===== src/psr_pkg.sv =====
// Purpose: constants and types for the peripheral soft reset control block
// Assumes: 32-bit APB register bus, 10 MHz system clock
// Notes: capability mask comes from the capability register outside this block
package psr_pkg;

   // -------------------------------------------------------------
   // register map
   // -------------------------------------------------------------
   localparam logic [11:0] PSR_OFF_SOFT_RESET_TWO = 12'h048;
   localparam logic [11:0] PSR_OFF_STATUS = 12'h04C;
   localparam logic [31:0] PSR_SOFT_RESET_TWO_RST = 32'h00000000;

   // -------------------------------------------------------------
   // field positions
   // -------------------------------------------------------------
   localparam int PSR_BIT_PHY = 30;
   localparam int PSR_BIT_MAC = 28;
   localparam int PSR_BIT_PORT_LO = 0;
   localparam int PSR_NUM_PORTS = 7;
   localparam logic [31:0] PSR_WRITABLE = 32'h5000007F;

   // -------------------------------------------------------------
   // carriers
   // -------------------------------------------------------------
   typedef struct packed {
      logic psel;
      logic penable;
      logic pwrite;
      logic [11:0] paddr;
      logic [31:0] pwdata;
   } psr_apb_req_t;

   typedef struct packed {
      logic ethernet_phy_reset_ctl;
      logic ethernet_mac_reset_ctl;
      logic [PSR_NUM_PORTS-1:0] port_reset_ctl;
   } psr_resets_t;

   typedef enum logic [1:0] {
      PSR_ST_IDLE = 2'b01,
      PSR_ST_DONE = 2'b10
   } psr_state_t;

endpackage


===== src/psr_reset_drive.sv =====
// Purpose: registers the per-unit reset lines from the control word
// Assumes: one system clock, clock enable freezes state
// Notes: outputs come straight from flip-flops
`timescale 1ns/1ps
`default_nettype none
module psr_reset_drive
   import psr_pkg::*;
(
   input wire logic clk,
   input wire logic rst_n,
   input wire logic clk_en,
   input wire logic [31:0] ctl_word,
   output var psr_resets_t resets
);

   psr_resets_t resets_reg;
   psr_resets_t resets_next;

   // unit held in reset while its bit is set, released when cleared
   always_comb begin
      resets_next = resets_reg;
      if (clk_en) begin
         resets_next.ethernet_phy_reset_ctl = ctl_word[PSR_BIT_PHY];
         resets_next.ethernet_mac_reset_ctl = ctl_word[PSR_BIT_MAC];
         resets_next.port_reset_ctl =
            ctl_word[PSR_BIT_PORT_LO +: PSR_NUM_PORTS];
      end
   end

   always_ff @(posedge clk or negedge rst_n) begin
      if (!rst_n) begin
         resets_reg <= '0;
      end else begin
         resets_reg <= resets_next;
      end
   end

   assign resets = resets_reg;

endmodule // psr_reset_drive
`default_nettype wire


===== src/psr_soft_reset_two.sv =====
// Contract
// writes land only on bits enabled by the capability mask.
// bit 30 is the ethernet PHY unit reset control.
// bit 28 is the ethernet MAC unit reset control.
// bits 6..0 control port A through port G resets.
// bits 31, 29 and 27..7 read zero and ignore writes.
// software preserves reserved bits on read-modify-write.
// register at offset 0x048, clears to zero on system reset.
// unit held in reset while its bit set, released when cleared.
//
// Purpose: software reset control register two, APB slave
// Assumes: APB master, capability mask input from system control
// Notes: one wait state per transfer; unmapped offsets read zero, pslverr high
//
// The APB slave port is this design's own decision.
`timescale 1ns/1ps
`default_nettype none
module psr_soft_reset_two
   import psr_pkg::*;
(
   input wire logic clk,
   input wire logic rst_n,
   input wire logic clk_en,
   input wire logic psel,
   input wire logic penable,
   input wire logic pwrite,
   input wire logic [11:0] paddr,
   input wire logic [31:0] pwdata,
   input wire logic [3:0] pstrb,
   input wire logic [31:0] capability_mask_four,
   output logic [31:0] prdata,
   output logic pready,
   output logic pslverr,
   output logic ethernet_phy_reset_ctl,
   output logic ethernet_mac_reset_ctl,
   output logic [PSR_NUM_PORTS-1:0] port_reset_ctl
);

   // -------------------------------------------------------------
   // address decode
   // -------------------------------------------------------------
   function automatic logic psr_hit(input logic [11:0] a, input logic [11:0] off);
      return a[11:2] == off[11:2];
   endfunction

   psr_apb_req_t req;
   assign req = '{psel: psel, penable: penable, pwrite: pwrite,
                  paddr: paddr, pwdata: pwdata};

   // -------------------------------------------------------------
   // bus state
   // -------------------------------------------------------------
   psr_state_t state_reg, state_next;
   logic [31:0] ctl_reg, ctl_next;
   logic [31:0] prdata_reg, prdata_next;
   logic pready_reg, pready_next;
   logic pslverr_reg, pslverr_next;
   logic [31:0] strb_mask;
   logic [31:0] wr_mask;
   logic [31:0] status_word;

   psr_resets_t resets;

   // byte lanes expanded to a bit mask
   genvar g;
   generate
      for (g = 0; g < 4; g++) begin : g_lane
         assign strb_mask[g*8 +: 8] = {8{pstrb[g]}};
      end
   endgenerate

   // only implemented and documented writable bits take the write
   assign wr_mask = strb_mask & capability_mask_four & PSR_WRITABLE;

   // live reset lines, read back as the block's own state
   assign status_word = {1'b0, resets.ethernet_phy_reset_ctl, 1'b0,
                         resets.ethernet_mac_reset_ctl, 21'h000000,
                         resets.port_reset_ctl};

   always_comb begin
      state_next = state_reg;
      ctl_next = ctl_reg;
      prdata_next = prdata_reg;
      pready_next = 1'b0;
      pslverr_next = 1'b0;
      if (clk_en) begin
         case (state_reg)
            PSR_ST_IDLE: begin
               // answer one cycle into the access phase
               if (req.psel && req.penable) begin
                  pready_next = 1'b1;
                  state_next = PSR_ST_DONE;
                  prdata_next = 32'h00000000;
                  if (psr_hit(req.paddr, PSR_OFF_SOFT_RESET_TWO)) begin
                     if (!req.pwrite) begin
                        prdata_next = ctl_reg & PSR_WRITABLE;
                     end
                  end else if (psr_hit(req.paddr, PSR_OFF_STATUS)) begin
                     prdata_next = req.pwrite ? 32'h00000000 : status_word;
                     pslverr_next = req.pwrite;
                  end else begin
                     pslverr_next = 1'b1;
                  end
               end
            end
            PSR_ST_DONE: begin
               // pready pulse seen by master this cycle
               // write lands on that same edge, never before the master completes
               if (req.psel && req.penable && req.pwrite &&
                   psr_hit(req.paddr, PSR_OFF_SOFT_RESET_TWO)) begin
                  ctl_next = (ctl_reg & ~wr_mask) | (req.pwdata & wr_mask);
               end
               state_next = PSR_ST_IDLE;
            end
            default: begin
               state_next = PSR_ST_IDLE;
            end
         endcase
      end else begin
         pready_next = pready_reg;
         pslverr_next = pslverr_reg;
      end
   end

   always_ff @(posedge clk or negedge rst_n) begin
      if (!rst_n) begin
         state_reg <= PSR_ST_IDLE;
         ctl_reg <= PSR_SOFT_RESET_TWO_RST;
         prdata_reg <= 32'h00000000;
         pready_reg <= 1'b0;
         pslverr_reg <= 1'b0;
      end else begin
         state_reg <= state_next;
         ctl_reg <= ctl_next;
         prdata_reg <= prdata_next;
         pready_reg <= pready_next;
         pslverr_reg <= pslverr_next;
      end
   end

   // -------------------------------------------------------------
   // reset outputs
   // -------------------------------------------------------------
   psr_reset_drive u_drive (
      .clk(clk),
      .rst_n(rst_n),
      .clk_en(clk_en),
      .ctl_word(ctl_reg),
      .resets(resets)
   );

   assign prdata = prdata_reg;
   assign pready = pready_reg;
   assign pslverr = pslverr_reg;
   assign ethernet_phy_reset_ctl = resets.ethernet_phy_reset_ctl;
   assign ethernet_mac_reset_ctl = resets.ethernet_mac_reset_ctl;
   assign port_reset_ctl = resets.port_reset_ctl;

endmodule // psr_soft_reset_two
`default_nettype wire


===== config.mk =====
export PLATFORM = sky130hd
export DESIGN_NAME = psr_soft_reset_two
export DESIGN_NICKNAME = d
export VERILOG_FILES = /design/src/psr_pkg.sv /design/src/psr_reset_drive.sv /design/src/psr_soft_reset_two.sv
export SDC_FILE = /design/constraint.sdc
export NUM_CORES = 1
export LEC_CHECK = 0
export BUFFER_PORTS_ARGS = -buffer_cell sky130_fd_sc_hd__buf_4
export CORE_MARGIN = 2
export CORE_UTILIZATION = 35
export CTS_CLUSTER_SIZE = 10
export DETAILED_ROUTE_END_ITERATION = 10
export PLACE_DENSITY = 0.74
export SYNTH_ARGS = -nofsm -noshare
export SYNTH_HDL_FRONTEND = slang
export SYNTH_SLANG_ARGS = --single-unit
export TNS_END_PERCENT = 50

===== constraint.sdc =====
create_clock -name clk -period 2 [get_ports clk]
set_input_delay 0.2 -clock clk [delete_from_list [all_inputs] [get_ports clk]]
set_output_delay 0.2 -clock clk [all_outputs]
set_load 0.01 [all_outputs]

==> impl_metrics.json <==
{
  "status": "completed",
  "drtAntennaViolNets": 0,
  "yosysTopAreaCell": "dfrtp_1",
  "yosysWarnings": 0,
  "io_buffers": 55,
  "cp_max_fo": 9,
  "post-route-period-util_pct": 87.1,
  "ys_ff_latch": 31,
  "syn_avg_cell_area_um2": 11.8,
  "clkSlewWorstSetupHoldPaths_ns": 0.06,
  "cts_tree": "yes",
  "syn-cell-area_mm2": 0.00153,
  "final_common_cell": "buf_4",
  "finalHoldViolCount": 0,
  "synth_top_area_share_pct": 49.1,
  "r2r_start": "state_reg[0]",
  "syn2layout_area_growth_pct": 31.3,
  "drcViolationCount": 0,
  "nets": 277,
  "hp-class": "in -> reg",
  "grt-ovfl-total": 0,
  "endpoint_kind": "flop",
  "wl_um": 3200,
  "arrival_ns": 1.94,
  "grt_pass1_wl_um": 5090,
  "drv_slew": 0,
  "required_ns": 2.20,
  "drive_above_1_share_pct": 45.8,
  "dieArea_mm2": 0.00492,
  "ir_drop_uv": 405,
  "synthTopCellsByArea": "dfrtp_1 49%, mux2_2 13%, buf_4 12%, mux2i_1 5.9%, nand4_1 3.7%",
  "antenna_found_initial": 0,
  "ctsHtreeMaxLevel": 2,
  "fin_crit_ns": 1.74,
  "vias_per_cell": 4.67,
  "dpl.hpwl_um": 2330,
  "crit_path_start_kind": "flop",
  "ys_seq_area_share_pct": 50.8,
  "leakage_nw": 1.04,
  "final_cells": 244,
  "worstSetupStartpoint": "state_reg[0]",
  "rsz0062_at_grt": "false",
  "maxCapViolCount": 0,
  "placementRows": 24,
  "cts_resized": 0,
  "cts_inserted_buffers": 5,
  "gp_congestion": 0.661,
  "io_pins": 129,
  "reg2reg_slack_ns": 0.26,
  "nFillCells": 417,
  "grt_use_total_pct": 13.8,
  "r2r_cells": 3,
  "hold_depth": 2,
  "die_h_um": 70.1,
  "fmax_mhz": 574,
  "finalSetupViolations": 0,
  "yosysUniqueCellTypes": 23,
  "dp_cells": 235,
  "wl_per_cell_um": 13.1,
  "clk-insertion-delay-late_ns": 0.27,
  "power.density_mw_per_mm2": 609,
  "r2r-end": "prdata[28]",
  "clockBufferDepth": 2,
  "path_class": "reg -> reg",
  "antenna_cells": 0,
  "final_cell_mix": "59 x buf_4, 30 x dfrtp_1, 23 x conb_1",
  "grt_max_degree": 32,
  "vias": 1140,
  "clock-skew-final_ns": 0.00306,
  "clock-sinks": 31,
  "dieWidth_um": 70.1,
  "min_from": "pwdata[5]",
  "postSynthCellCount": 130,
  "grt_pass1_vias": 1059,
  "hold_slack_ns": 0.155,
  "core_area_mm2": 0.00429,
  "start_util_pct": 35.6,
  "first_pass_iters": 4,
  "cts_root_buffer": "clkbuf_8",
  "drtIter0Drc": 28
}
==> what timing repair did <==
action / 4_1_cts / 5_1_grt
buffers inserted: 0 / 0
endpoints found under the hold margin: 30 / 0
hold buffers: 1 / 0
==> critical path, stage by stage (launching register included) <==
cell and delay, ns:
dfstp_2 0.54, or3b_1 0.35, or3b_1 0.56, o21ai_1 0.20
==> synthesized netlist by cell type <==
master     n
a21boi_0   1
buf_4     24
buf_6      1
clkbuf_1   3
conb_1     1
dfrtp_1   30
dfstp_2    1
inv_1      3
mux2_2    18
mux2i_1    9
nand2_1    9
nand2b_1   1
nand3_1    1
nand4_1    9
nor4_2     2
o21a_1     1
o21ai_0    2
o21ai_1    8
o21ai_2    1
o22ai_1    1
or3b_1     2
or3b_2     1
or4b_1     1
==> cell families (layout without fill, tap and decap cells) <==
group | after synthesis | in the layout | synth area share [%]
buf+inv | 31 | 71 | 14.0
compound gates | 14 | 14 | 5.23
flops | 31 | 31 | 50.8
other cells | 1 | 23 | 0.245
mux | 27 | 27 | 19.1
simple gates | 26 | 26 | 10.6
==> worst max-delay path by stage <==
stage	endpoint	slack, ns	depth (start not counted)
2_1_floorplan	prdata[0]	0.34	5
3_3_place_gp	prdata[28]	0.02	5
3_5_place_dp	prdata[28]	-0.02	5
4_1_cts	prdata[28]	0.24	3
5_1_grt	prdata[28]	0.17	3
6_report	prdata[28]	0.26	3
==> report_power, final <==
group | leakage [nW] | switching [mW] | internal (mW) | total (mW)
Combinational | 0.567 | 0.0662 | 0.0633 | 0.130
Sequential | 0.428 | 0.00390 | 0.636 | 0.640
Clock | 0.0422 | 0.210 | 0.243 | 0.454
==> cell type report <==
| cell class | instances | area (um2) | area share, % |
|---|---|---|---|
| Tap cell | 52 | 65.1 | 3.24 |
| Clock inverter | 1 | 5.00 | 0.249 |
| Inverter | 3 | 11.3 | 0.560 |
| Sequential cell | 31 | 777 | 38.7 |
| Clock buffer | 7 | 76.3 | 3.80 |
| Multi-Input combinational cell | 90 | 622 | 30.9 |
| Timing Repair Buffer | 60 | 453 | 22.5 |
==> per-layer routing <==
metal  part of all wire, %  track usage, %  vias up  wire [um]
li1                      -               -      536          -
met1                    44            18.0      543       1400
met2                    45            19.6       57       1430
met3                    11            6.93        4        347
met4                  0.84            5.13        0         27
met5                     0               0        -          0
==> through the flow <==
stage | area [um2] | power [mW] | utilization, % | setup slack (ns) | TNS, ns
finish | 2010 | 1.22 | 46.8 | 0.259 | 0
global placement | 1920 | 0.780 | 44.7 | 0.0231 | 0
floorplan | 1610 | 0.731 | - | 0.342 | 0
global route | 2010 | 1.29 | 46.8 | 0.169 | 0
CTS | 2010 | 1.25 | 46.8 | 0.239 | 0
detailed placement | 1920 | 0.782 | 44.7 | -0.0175 | -0.0731
(Power assumes the default switching activity.)
